[src/srq_defs.svh]
`ifndef SRQ_DEFS_SVH
`define SRQ_DEFS_SVH

// Status byte bit positions
`define STB_OPER 7
`define STB_RQS 6
`define STB_ESB 5
`define STB_MAV 4
`define STB_QUES 3
`define STB_HW2 1
`define STB_HW1 0

// Mask write keeps every bit except the request-service position
`define SRE_WR_MASK 8'hbf
`define SRE_RESET 8'h00

// Register group indices
`define GRP_STD 3'h0
`define GRP_OPER 3'h1
`define GRP_QUES 3'h2
`define GRP_HW1 3'h3
`define GRP_HW2 3'h4
`define GRP_CAL 3'h5
`define GRP_COUNT 6

// Questionable condition bit fed by the calibration summary
`define QUES_CAL_BIT 8

// Calibration condition bits
`define CAL_TX_AUTOZERO 4
`define CAL_VOLTMETER 3
`define CAL_COUNTER 2
`define CAL_SAMPLER 1
`define CAL_ANALYZER 0

// Standard event error bits
`define ESR_CMD_ERR 5
`define ESR_EXEC_ERR 4
`define ESR_DEV_ERR 3
`define ESR_QUERY_ERR 2

// Accepted write ranges and the data-out-of-range code (-222)
`define MAX_VAL8 32'sh0000_00ff
`define MAX_VAL16 32'sh0000_ffff
`define ERR_DATA_RANGE 16'hff22

// Transition filter reset values
`define PTR_RESET 16'hffff
`define NTR_RESET 16'h0000

`endif

[src/srq_pkg.sv]
package srq_pkg;

  // Decoded common and status commands
  typedef enum logic [3:0] {
    CMD_SRE_WR = 4'h0,
    CMD_SRE_RD = 4'h1,
    CMD_STB_RD = 4'h2,
    CMD_CLS = 4'h3,
    CMD_EVT_RD = 4'h4,
    CMD_COND_RD = 4'h5,
    CMD_ENAB_WR = 4'h6,
    CMD_ENAB_RD = 4'h7,
    CMD_PTR_WR = 4'h8,
    CMD_PTR_RD = 4'h9,
    CMD_NTR_WR = 4'ha,
    CMD_NTR_RD = 4'hb
  } cmd_e;

endpackage : srq_pkg

[src/reg_group.sv]
`timescale 1ns/1ns
`default_nettype none
`include "srq_defs.svh"

module reg_group #(
  parameter int WIDTH = 16,
  parameter bit HAS_COND = 1'b1
) (
  input wire logic ref_clk, // System clock
  input wire logic reset_n, // Synchronous reset, active low
  input wire logic [WIDTH-1:0] cond, // Condition levels
  input wire logic [WIDTH-1:0] evt_set, // Direct event set pulses
  input wire logic [WIDTH-1:0] wdata, // Write data for filters and enable
  input wire logic ptr_we, // Positive filter write
  input wire logic ntr_we, // Negative filter write
  input wire logic enab_we, // Enable mask write
  input wire logic evt_clr, // Event latch clear
  output logic [WIDTH-1:0] event_q, // Event latch
  output logic [WIDTH-1:0] enable_q, // Enable mask
  output logic [WIDTH-1:0] ptr_q, // Positive transition filter
  output logic [WIDTH-1:0] ntr_q, // Negative transition filter
  output logic summary // Group summary
);

  logic [WIDTH-1:0] cond_q;
  logic [WIDTH-1:0] hit;

  // Previous condition for edge detection
  always_ff @(posedge ref_clk)
  begin
    if (!reset_n)
      cond_q <= '0;
    else
      cond_q <= cond;
  end

  // Filtered transitions, or direct events when no condition register
  always_comb
  begin
    if (HAS_COND)
      hit = ((cond & ~cond_q & ptr_q) | (~cond & cond_q & ntr_q)) | evt_set;
    else
      hit = evt_set;
  end

  // Sticky event latch; a new event beats a clear in the same cycle
  always_ff @(posedge ref_clk)
  begin
    if (!reset_n)
      event_q <= '0;
    else
      event_q <= (evt_clr ? '0 : event_q) | hit;
  end

  // Filters and enable mask
  always_ff @(posedge ref_clk)
  begin
    if (!reset_n)
    begin
      ptr_q <= WIDTH'(`PTR_RESET);
      ntr_q <= WIDTH'(`NTR_RESET);
      enable_q <= '0;
    end
    else
    begin
      if (ptr_we)
        ptr_q <= wdata;
      if (ntr_we)
        ntr_q <= wdata;
      if (enab_we)
        enable_q <= wdata;
    end
  end

  assign summary = |(event_q & enable_q);
endmodule : reg_group
`default_nettype wire

[src/service_request_enable_logic.sv]
// Notes on behaviour
// - An eight-bit mask holds one enable per status byte summary bit.
// - Service is requested only for summary bits whose mask bit is set.
// - A mask query returns the mask value as an unsigned number 0 to 63 or 128 to 191.
// - A mask write loads bits 0 to 5 and bit 7 from the written value.
// - Bit 6 of a written value is dropped and never enables a request.
// - A mask value below 0 or above 255 is refused with error code -222.
// - Writing zero clears the mask and stops all service requests.
// - A condition change reaches the event latch only if its filter allows it.
// - A group summary is set while any latched event is enabled.
// - Groups without conditions set their event bits directly.
// - The calibration summary drives questionable condition bit 8.
// - Calibration conditions 4..0 flag auto-zero, voltmeter, counter, sampler, analyzer.
// - Standard event bits 5..2 flag command, execution, device and query errors.
// - Requesting service sets the request bit, and a serial poll clears it.
// - Event latches clear on query and on clear-status, and hold until then.
// - Status byte bits carry the operation, event, message, questionable, hardware summaries.
`timescale 1ns/1ns
`default_nettype none
`include "srq_defs.svh"

module service_request_enable_logic (
  input wire logic ref_clk, // 250 MHz clock
  input wire logic reset_n, // Synchronous reset, active low
  input wire logic cmd_valid, // Decoded command strobe
  input wire srq_pkg::cmd_e cmd_code, // Command kind
  input wire logic [2:0] cmd_group, // Target register group
  input wire logic signed [31:0] cmd_data, // Signed integer argument
  input wire logic [15:0] oper_cond, // Operation conditions
  input wire logic [15:0] ques_cond, // Questionable conditions
  input wire logic [15:0] hw1_cond, // Hardware 1 conditions
  input wire logic [15:0] hw2_cond, // Hardware 2 conditions
  input wire logic cal_tx_autozero_fail, // Auto-zero failure
  input wire logic cal_voltmeter_fail, // Voltmeter self-cal failure
  input wire logic cal_counter_fail, // Counter self-cal failure
  input wire logic cal_sampler_fail, // Sampler self-cal failure
  input wire logic cal_analyzer_fail, // Analyzer self-cal failure
  input wire logic cmd_error, // Command error pulse
  input wire logic exec_error, // Execution error pulse
  input wire logic dev_error, // Device error pulse
  input wire logic query_error, // Query error pulse
  input wire logic msg_available, // Output queue not empty
  input wire logic poll_req, // Serial poll pulse
  output logic resp_valid_q, // Query answer strobe
  output logic [15:0] resp_data_q, // Query answer value
  output logic err_valid_q, // Error strobe
  output logic [15:0] err_code_q, // Error code, two's complement
  output logic poll_valid_q, // Serial poll answer strobe
  output logic [7:0] poll_byte_q, // Serial poll status byte
  output logic srq_o_q, // Request line level when driven
  output logic srq_oe_n_q, // Request line enable, low drives
  output logic [7:0] service_request_mask_q // Mask value
);

  logic [15:0] cond_in [`GRP_COUNT];
  logic [15:0] evt_in [`GRP_COUNT];
  logic [15:0] grp_event [`GRP_COUNT];
  logic [15:0] grp_enable [`GRP_COUNT];
  logic [15:0] grp_ptr [`GRP_COUNT];
  logic [15:0] grp_ntr [`GRP_COUNT];
  logic [`GRP_COUNT-1:0] grp_sum;
  logic [`GRP_COUNT-1:0] ptr_we;
  logic [`GRP_COUNT-1:0] ntr_we;
  logic [`GRP_COUNT-1:0] enab_we;
  logic [`GRP_COUNT-1:0] evt_clr;
  logic is_cmd_sre_wr;
  logic is_grp_wr;
  logic in_range;
  logic range_err;
  logic [7:0] stb;
  logic mss;
  logic mss_q;
  logic mss_rise;
  logic rqs_q;
  logic rqs_d;
  logic [15:0] resp_d;
  logic resp_any;

  // Condition inputs per group; calibration feeds questionable bit 8
  always_comb
  begin
    cond_in[`GRP_STD] = '0;
    cond_in[`GRP_OPER] = oper_cond;
    cond_in[`GRP_QUES] = ques_cond;
    cond_in[`GRP_QUES][`QUES_CAL_BIT] = grp_sum[`GRP_CAL];
    cond_in[`GRP_HW1] = hw1_cond;
    cond_in[`GRP_HW2] = hw2_cond;
    cond_in[`GRP_CAL] = '0;
    cond_in[`GRP_CAL][`CAL_TX_AUTOZERO] = cal_tx_autozero_fail;
    cond_in[`GRP_CAL][`CAL_VOLTMETER] = cal_voltmeter_fail;
    cond_in[`GRP_CAL][`CAL_COUNTER] = cal_counter_fail;
    cond_in[`GRP_CAL][`CAL_SAMPLER] = cal_sampler_fail;
    cond_in[`GRP_CAL][`CAL_ANALYZER] = cal_analyzer_fail;
  end

  // Direct error events; a refused write also counts as an execution error
  always_comb
  begin
    for (int i = 0; i < `GRP_COUNT; i++)
      evt_in[i] = '0;
    evt_in[`GRP_STD][`ESR_CMD_ERR] = cmd_error;
    evt_in[`GRP_STD][`ESR_EXEC_ERR] = exec_error | range_err;
    evt_in[`GRP_STD][`ESR_DEV_ERR] = dev_error;
    evt_in[`GRP_STD][`ESR_QUERY_ERR] = query_error;
  end

  // Argument range check; mask and standard enable are eight bits wide
  assign is_cmd_sre_wr = cmd_valid && (cmd_code == srq_pkg::CMD_SRE_WR);
  assign is_grp_wr = cmd_valid && ((cmd_code == srq_pkg::CMD_ENAB_WR) ||
                     (cmd_code == srq_pkg::CMD_PTR_WR) || (cmd_code == srq_pkg::CMD_NTR_WR));
  always_comb
  begin
    if (is_cmd_sre_wr || (cmd_group == `GRP_STD))
      in_range = (cmd_data >= 0) && (cmd_data <= `MAX_VAL8);
    else
      in_range = (cmd_data >= 0) && (cmd_data <= `MAX_VAL16);
  end
  assign range_err = (is_cmd_sre_wr || is_grp_wr) && !in_range;

  // Per-group write and clear strobes
  always_comb
  begin
    for (int i = 0; i < `GRP_COUNT; i++)
    begin
      ptr_we[i] = cmd_valid && in_range && (cmd_code == srq_pkg::CMD_PTR_WR) &&
                  (cmd_group == 3'(i));
      ntr_we[i] = cmd_valid && in_range && (cmd_code == srq_pkg::CMD_NTR_WR) &&
                  (cmd_group == 3'(i));
      enab_we[i] = cmd_valid && in_range && (cmd_code == srq_pkg::CMD_ENAB_WR) &&
                   (cmd_group == 3'(i));
      evt_clr[i] = cmd_valid && ((cmd_code == srq_pkg::CMD_CLS) ||
                   ((cmd_code == srq_pkg::CMD_EVT_RD) && (cmd_group == 3'(i))));
    end
  end

  // Register groups; the standard event group has no condition register
  genvar g;
  generate
    for (g = 0; g < `GRP_COUNT; g++)
    begin : grp
      reg_group #(
        .WIDTH(16),
        .HAS_COND(g != `GRP_STD)
      ) u_group (
        .ref_clk(ref_clk),
        .reset_n(reset_n),
        .cond(cond_in[g]),
        .evt_set(evt_in[g]),
        .wdata(cmd_data[15:0]),
        .ptr_we(ptr_we[g]),
        .ntr_we(ntr_we[g]),
        .enab_we(enab_we[g]),
        .evt_clr(evt_clr[g]),
        .event_q(grp_event[g]),
        .enable_q(grp_enable[g]),
        .ptr_q(grp_ptr[g]),
        .ntr_q(grp_ntr[g]),
        .summary(grp_sum[g])
      );
    end
  endgenerate

  // Status byte summaries; bit 6 and bit 2 carry no summary
  always_comb
  begin
    stb = '0;
    stb[`STB_OPER] = grp_sum[`GRP_OPER];
    stb[`STB_ESB] = grp_sum[`GRP_STD];
    stb[`STB_MAV] = msg_available;
    stb[`STB_QUES] = grp_sum[`GRP_QUES];
    stb[`STB_HW2] = grp_sum[`GRP_HW2];
    stb[`STB_HW1] = grp_sum[`GRP_HW1];
  end

  // Master summary: only enabled summary bits count
  assign mss = |(stb & service_request_mask_q);
  assign mss_rise = mss && !mss_q;

  // Service request mask, written by the mask command
  always_ff @(posedge ref_clk)
  begin
    if (!reset_n)
      service_request_mask_q <= `SRE_RESET;
    else if (is_cmd_sre_wr && in_range)
      service_request_mask_q <= cmd_data[7:0] & `SRE_WR_MASK;
  end

  // Request-service bit: a new reason sets it, a poll or a lost reason clears it
  assign rqs_d = mss_rise || (rqs_q && mss && !poll_req);
  always_ff @(posedge ref_clk)
  begin
    if (!reset_n)
    begin
      mss_q <= 1'b0;
      rqs_q <= 1'b0;
      srq_o_q <= 1'b0;
      srq_oe_n_q <= 1'b1;
    end
    else
    begin
      mss_q <= mss;
      rqs_q <= rqs_d;
      srq_o_q <= 1'b0;
      srq_oe_n_q <= !rqs_d;
    end
  end

  // Serial poll answer carries the request bit in position 6
  always_ff @(posedge ref_clk)
  begin
    if (!reset_n)
    begin
      poll_valid_q <= 1'b0;
      poll_byte_q <= '0;
    end
    else
    begin
      poll_valid_q <= poll_req;
      if (poll_req)
      begin
        poll_byte_q <= stb;
        poll_byte_q[`STB_RQS] <= rqs_q;
      end
    end
  end

  // Query answer selection
  always_comb
  begin
    resp_d = '0;
    resp_any = cmd_valid;
    case (cmd_code)
      srq_pkg::CMD_SRE_RD: resp_d = {8'h00, service_request_mask_q};
      srq_pkg::CMD_STB_RD: resp_d = {8'h00, stb | (8'(mss) << `STB_RQS)};
      srq_pkg::CMD_EVT_RD: resp_d = (cmd_group < `GRP_COUNT) ? grp_event[cmd_group] : '0;
      srq_pkg::CMD_COND_RD: resp_d = (cmd_group < `GRP_COUNT) ? cond_in[cmd_group] : '0;
      srq_pkg::CMD_ENAB_RD: resp_d = (cmd_group < `GRP_COUNT) ? grp_enable[cmd_group] : '0;
      srq_pkg::CMD_PTR_RD: resp_d = (cmd_group < `GRP_COUNT) ? grp_ptr[cmd_group] : '0;
      srq_pkg::CMD_NTR_RD: resp_d = (cmd_group < `GRP_COUNT) ? grp_ntr[cmd_group] : '0;
      default: resp_any = 1'b0;
    endcase
  end

  // Answer and error strobes
  always_ff @(posedge ref_clk)
  begin
    if (!reset_n)
    begin
      resp_valid_q <= 1'b0;
      resp_data_q <= '0;
      err_valid_q <= 1'b0;
      err_code_q <= '0;
    end
    else
    begin
      resp_valid_q <= resp_any;
      if (resp_any)
        resp_data_q <= resp_d;
      err_valid_q <= range_err;
      if (range_err)
        err_code_q <= `ERR_DATA_RANGE;
    end
  end
endmodule : service_request_enable_logic
`default_nettype wire

[config.mk]
export PLATFORM = sky130hd
export DESIGN_NAME = service_request_enable_logic
export DESIGN_NICKNAME = d
export VERILOG_FILES = /design/src/srq_pkg.sv /design/src/reg_group.sv /design/src/service_request_enable_logic.sv
export VERILOG_INCLUDE_DIRS = /design/src
export SDC_FILE = /design/constraint.sdc
export NUM_CORES = 1
export LEC_CHECK = 0
export CAP_MARGIN = 20
export CORE_MARGIN = 2
export CORE_UTILIZATION = 40
export DETAILED_ROUTE_END_ITERATION = 8
export DONT_BUFFER_PORTS = 1
export PLACE_DENSITY = 0.6
export SLEW_MARGIN = 20
export SYNTH_ARGS = -nofsm -noshare
export SYNTH_HDL_FRONTEND = slang
export SYNTH_SLANG_ARGS = --single-unit
[constraint.sdc]
create_clock -name ref_clk -period 3.3 [get_ports ref_clk]
set_clock_uncertainty 0.15 [all_clocks]
set_input_delay 0.165 -clock ref_clk [delete_from_list [all_inputs] [get_ports ref_clk]]
set_output_delay 0.165 -clock ref_clk [all_outputs]
set_load 0.005 [all_outputs]
Yosys cells after proc, flatten, opt, wreduce, memory -nomap -nowiden --
Index checks and enable logic that the tools add are counted.
Word-level totals: flip-flop bits (word level) 501, bits of input ports 117, logic and storage cells 209
Cells by class: $lt $le $gt $ge 5, equal/unequal tests 16, muxes and demuxes 29, bitwise operators 51, reduce and logical (&&, ||, !) cells 68
Operator list (number):
- AND 16 bit | 25
- 2-to-1 mux 16 bit | 21
- binary-select mux 16 bit (select 3 bit) | 5
- bitwise OR 16 bit | 10
- inverter 16 bit | 9
- case mux 16 bit (7 select lines) | 1
- OR reduction 16 bit | 6
- logical AND 1 bit | 43
- greater-or-equal comparator 32 x 1 -> 1 bit (second input constant) | 1
- less-or-equal comparator 32 x 17 -> 1 bit (second input constant) | 1
- less-or-equal comparator 32 x 9 -> 1 bit (second input constant) | 1
- AND 5 x 16 -> 16 bit | 1
- == test 4 x 3 -> 1 bit (second input constant) | 4
- == test 4 bit (second input constant) | 4
- inverter 5 -> 16 bit | 1
- bitwise OR 16 x 6 -> 16 bit | 1
- logical OR 1 bit | 11
- AND 8 bit | 1
- == test 4 x 2 -> 1 bit (second input constant) | 2
- bitwise OR 8 x 7 -> 8 bit | 1
- OR reduction 8 bit | 1
- OR reduction 7 bit | 1
- == test 3 x 2 -> 1 bit (second input constant) | 2
- == test 3 bit (second input constant) | 2
- other kinds (10) | 14

Depth between registers and ports, before layout --
depth in word-level cells 8, mapped depth 11, depth with buffers taken out 6

By module --
A second synthesis with hierarchy kept.
Second synthesis, totals: cells, all modules 2378, area, all modules 24176.9 um2
By module, submodules not included:
- reg_group at grp[1].u_group ... | times used 5, cells each 297, area each 3136.8 um2, seq. area each 1601.5 um2
- service_request_enable_logic | times used 1, cells each 678, area each 6048.3 um2, seq. area each 740.7 um2
- reg_group at grp[0].u_group | times used 1, cells each 215, area each 2444.8 um2, seq. area each 1281.2 um2

Worst setup path after synthesis --
OpenSTA, ideal clock, no wires.
path kind register -> register, start register grp[1].u_group.event_q[10], end register resp_data_q[6], library setup time 0.117 ns, arrival time 1.783 ns, required time 3.033 ns, path slack 1.250 ns, cell stages (with the launch flop) 7, path buffers 0, period minus slack after synthesis 2.050 ns, cell sequence dfxtp_1 -> a22o_1 -> a221oi_1 -> and4_1 -> o22ai_1 -> or4_1 -> a32o_1
Between the ends: word-level cells in the longest chain between the ends 6
RTL lines:
- from (decl) | RTL line reg_group.sv:18 | output logic [WIDTH-1:0] event_q,
- from (signal assigned) | RTL line reg_group.sv:52 | event_q <= (evt_clr ? '0 : event_q) | hit;
- AND 16 bit | RTL line reg_group.sv:75 | assign summary = |(event_q & enable_q);
- OR reduction 16 bit | RTL line reg_group.sv:75
- AND 8 bit | RTL line service_request_enable_logic.sv:176 | assign mss = |(stb & service_request_mask_q);
- OR reduction 8 bit | RTL line service_request_enable_logic.sv:176
- bitwise OR 8 x 7 -> 8 bit | RTL line service_request_enable_logic.sv:234 | srq_pkg::CMD_STB_RD: resp_d = {8'h00, stb | (8'(mss) << `STB_RQS)};
- case mux 16 bit (7 select lines) | RTL line service_request_enable_logic.sv:232 | case (cmd_code)
- to (signal assigned) | RTL line service_request_enable_logic.sv:258 | resp_data_q <= resp_d;
- to (decl) | RTL line service_request_enable_logic.sv:45 | output logic [15:0] resp_data_q,
Every way passes these cells. A chain may end at the register's enable or synchronous reset.

Final worst setup path --
start register grp[3].u_group.event_q[2], end register resp_data_q[6]
Between the ends: word-level cells in the longest chain between the ends 6
RTL lines (RTL line):
- from (decl) | reg_group.sv:18
- from (signal assigned) | reg_group.sv:52
- AND 16 bit | reg_group.sv:75
- OR reduction 16 bit | reg_group.sv:75
- AND 8 bit | service_request_enable_logic.sv:176
- OR reduction 8 bit | service_request_enable_logic.sv:176
- bitwise OR 8 x 7 -> 8 bit | service_request_enable_logic.sv:234
- case mux 16 bit (7 select lines) | service_request_enable_logic.sv:232
Every way passes these cells.

==> PnR_summary.wiki <==
{| class="wikitable"
! Metric !! Value
|-
| Outcome || finished clean
|-
| H-tree depth || 2
|-
| First-pass GRT wire length || 117,000 um
|-
| Worst EP required || about 3600 ps
|-
| Initial DRC count || between 2,000 and 2,500
|-
| Setup crit start kind || flip-flop
|-
| CP Data Arrival Time || 3190 ps
|-
| Top fanout value on the critical path || 4
|-
| Footprint of the flip-flops and latches || 0.00935 mm2
|-
| Synth-to-layout area growth || 13.0%
|-
| Number of buffers added by the clock tree synthesis step || 48
|-
| Global-route total usage across every layer || 0.291
|-
| Max-capacitance violation count || 0
|-
| Layout Nets || around 2,600
|-
| Layout cells sized above 1 || 0.0765
|-
| TritonCTS clock tree || done
|-
| Met2 Resource Use GR || 0.458
|-
| Critical path buffer and inverter count || 0
|-
| Crit path max-delay family || compound AO/OA/AOI/OAI gates
|-
| IO Pins || 170
|-
| Final wirelength || 80,600 um
|-
| Setup Buffers After CTS || 0
|-
| Post-route antenna net violation count || 0
|-
| Sequential area share after synthesis || 0.444
|-
| Cell taking the most area after synthesis || sky130_fd_sc_hd__dfxtp_1
|-
| Total Die Area || 0.0545 mm2
|-
| Most instantiated library cell after synthesis || sky130_fd_sc_hd__nand2_1
|-
| Syn Inst Count || 2,442
|-
| Antenna violations before repair || 5
|-
| Number of port buffers || 0
|-
| Peak supply drop || 0.000431 V
|-
| Number of distinct standard cells referenced by the synthesized netlist || between 50 and 60
|-
| Starting utilization of the core area || 0.402
|-
| Root Buffer Master || sky130_fd_sc_hd__clkbuf_16
|-
| Setup Viol. Count Final || 0
|-
| Endpoint kind of the worst setup timing path || flip-flop
|-
| Core ar. || 0.0523 mm2
|-
| Maximum clock insertion buffer count || 3
|-
| Clock transition at the registers of the reported paths || 60 ps
|-
| Gr ovfl total || 0
|-
| Largest cells by area after synthesis || sky130_fd_sc_hd__dfxtp_1 (44%), sky130_fd_sc_hd__nand2_1 (9.3%), sky130_fd_sc_hd__mux2i_1 (8.7%), sky130_fd_sc_hd__mux4_2 (5.5%), sky130_fd_sc_hd__a21oi_1 (4.5%)
|-
| Hold Vio Cnt, Final || 0
|-
| Worst relative slew slack || 0.220
|-
| Setup total negative slack || 0 ps
|-
| Layer with the highest usage || met2
|-
| Number of register bits inferred by synthesis || ~470
|-
| Sink Count || 467
|-
| Layout fillers || 4,989
|-
| Top post-synthesis cells by count || sky130_fd_sc_hd__nand2_1 (523), sky130_fd_sc_hd__dfxtp_1 (467), sky130_fd_sc_hd__nor2_1 (200), sky130_fd_sc_hd__a21oi_1 (189), sky130_fd_sc_hd__mux2i_1 (182)
|-
| Number of max-slew violations in the final report || 0
|-
| Per-cell via count in the routed design || 5.92
|-
| Proportion of synthesized flip-flops having asynchronous set or reset || 0
|-
| Later-pin clock latency in the skew report || 590 ps
|-
| Setup repair after global routing missed its margin || false
|-
| Top flip-flop cell by instance count after synthesis || sky130_fd_sc_hd__dfxtp_1
|-
| DP HPWL || approximately 52,000 um
|-
| Cell Area, Synth || 0.0210 mm2
|-
| Routability-driven placement congestion ratio || 0.933
|-
| Hold Path Class || input pin to flip-flop
|-
| Maximum number of pins on one net before global-route repair || 202
|-
| GR met3 Demand/Resource || 0.0503
|-
| Core Rows || 84
|-
| Critical-path top delay cell || sky130_fd_sc_hd__or4_1
|-
| WL per Instance || ~25 um
|-
| Die span in y || around 230 um
|-
| Number of flops mapped to enable cells by yosys || 0
|-
| Max Freq || 347 MHz
|-
| Final routed DRC violation total || 0
|-
| Worst path max stage delay || 660 ps
|-
| Crit Path Class || flip-flop to flip-flop
|-
| Mean area per synthesized cell || ~8.6 um2
|-
| Yosys synthesis warning count || 0
|-
| Actual transition at the worst max-transition pin || 1170 ps
|-
| Fraction of the core area covered by cells at the end of the flow || 0.455
|-
| Die width || roughly 230 um
|-
| Cell leakage power || 0.00958 uW
|-
| Post-route fraction of the period consumed by the critical path || 0.873
|-
| Share of the synthesized area in the top cell type || 0.444
|-
| Vias after detailed routing || 18,800
|-
| Total power divided by cell area || 502 mW/mm2
|-
| Multi-input gate area || 0.0107 mm2
|-
| Cell Chain, Critical Path || a22o_1 -> a221oi_1 -> and4_1 -> o22ai_1 -> or4_1 -> a32o_1
|-
| Setup slack of the most critical reg-to-reg path || around 420 ps
|-
| Drt first pass iters || 5
|-
| Global-route met1 utilization || 0.387
|-
| Vias in the first global route || 17,500
|-
| Time the worst path needs with I/O delays and setup || 2880 ps
|}
registers in the layout, indices dropped and copies added, names as in the netlist:
register and count:
grp.u_group.enable_q 96, poll_valid_q 1, rqs_q 1, grp.u_group.ptr_q 96
grp.u_group.cond_q 69, service_request_mask_q 7, mss_q 1, resp_valid_q 1
resp_data_q 16, grp.u_group.event_q 73, poll_byte_q 7, err_code_q 1
grp.u_group.ntr_q 96, srq_oe_n_q 1, err_valid_q 1
worst reg2reg max path, delay by kind of cell (launching register included):
family	cells	cell delay (ps)
flops	1	340
compound gates	4	1170
simple gates	2	1090
metrics by stage:
stage | setup WS, ps | total power [uW] | instance area, um2 | cells | hold WS [ps]
global route | 407 | 12200 | 23800 | 3161 | 43.0
detailed placement | 503 | 6580 | 21200 | 2971 | 115
global placement | 515 | 6570 | 21200 | 2971 | 115
floorplan | 1250 | 6530 | 21100 | 2450 | 132
CTS | 483 | 11900 | 23800 | 3159 | 2.04
finish | 420 | 11900 | 23800 | 3166 | 1.10
layer usage:
layer	share of wire	vias up
li1	-	8453
met1	0.41	9118
met2	0.45	953
met3	0.093	227
met4	0.052	2
met5	0.00015	-
cells by family after synthesis:
kind of cell,share of synthesized area
DFF,0.444
AOI/OAI and AO/OA,0.131
other,0.000178
buffers and inverters,0.0512
and+or+nand+nor,0.232
muxes,0.142
layout by cell type (no fill, tap or decap), types with 5 or more instances in the layout:
cell type                       netlist  layout
sky130_fd_sc_hd__nor3_1               9       9
sky130_fd_sc_hd__dlygate4sd3_1        0     104
sky130_fd_sc_hd__nand2b_1             7       6
sky130_fd_sc_hd__clkbuf_8             0       6
sky130_fd_sc_hd__o211ai_1             5       5
sky130_fd_sc_hd__a21oi_1            189     189
sky130_fd_sc_hd__a221oi_1            25      25
sky130_fd_sc_hd__nand3_2             11      11
sky130_fd_sc_hd__conb_1               1       9
sky130_fd_sc_hd__mux4_2              51      51
sky130_fd_sc_hd__nor2_1             200     200
sky130_fd_sc_hd__nand2_1            523     523
sky130_fd_sc_hd__nor3_2               5       5
sky130_fd_sc_hd__dfxtp_1            467     467
sky130_fd_sc_hd__mux2i_1            182     182
sky130_fd_sc_hd__and2_1              72      72
sky130_fd_sc_hd__nand3_4              6       6
sky130_fd_sc_hd__clkbuf_1           107      16
sky130_fd_sc_hd__o22ai_1             32      32
sky130_fd_sc_hd__a211oi_1             8       8
sky130_fd_sc_hd__nand3b_1            69      69
sky130_fd_sc_hd__nor2b_1              9       9
sky130_fd_sc_hd__and3_1              36      36
sky130_fd_sc_hd__clkinv_2             0       8
sky130_fd_sc_hd__nor4_1               7       7
sky130_fd_sc_hd__inv_1                9       9
sky130_fd_sc_hd__clkbuf_16            0      48
sky130_fd_sc_hd__buf_4               35      40
sky130_fd_sc_hd__a22oi_1             39      39
sky130_fd_sc_hd__a22o_1              19      19
sky130_fd_sc_hd__o21ai_0            128     128
sky130_fd_sc_hd__nand3_1             83      83
sky130_fd_sc_hd__a31oi_1             10      10
sky130_fd_sc_hd__diode_2              0       7
cell type report:
cell class / instances / share of cell area
diodes: 7 / 0.000736
clock buffers: 70 / 0.0565
clock inverters: 12 / 0.00431
inverters: 11 / 0.00205
multi-input cells: 1764 / 0.448
flip-flops and latches: 467 / 0.393
well taps: 688 / 0.0362
repair buffers: 147 / 0.0592
repair_timing:
item                      in CTS  in global routing
resized for setup              0                  0
hold buffers                 106                  0
hold endpoints to repair     467                  0
worst paths after layout:
check / from / to / cells after the start
worst min register to register: grp[0].u_group.ptr_q[8]$_SDFFE_PN1P_ / grp[0].u_group.ptr_q[8]$_SDFFE_PN1P_ / 2
worst max register to register: grp[3].u_group.event_q[2]$_SDFF_PN0_ / resp_data_q[6]$_SDFFE_PN0P_ / 6
worst min-delay path: cmd_valid / grp[0].u_group.event_q[5]$_SDFF_PN0_ / 3
worst max-delay path: grp[3].u_group.event_q[2]$_SDFF_PN0_ / resp_data_q[6]$_SDFFE_PN0P_ / 6
report_power, final:
group          leakage (uW)  internal, uW  switching [uW]  total (uW)
Clock              0.000711          2890            2310        5200
Combinational       0.00506           328             504         832
Sequential          0.00381          5770             145        5910
No activity file was read; power rests on OpenSTA's default activity.
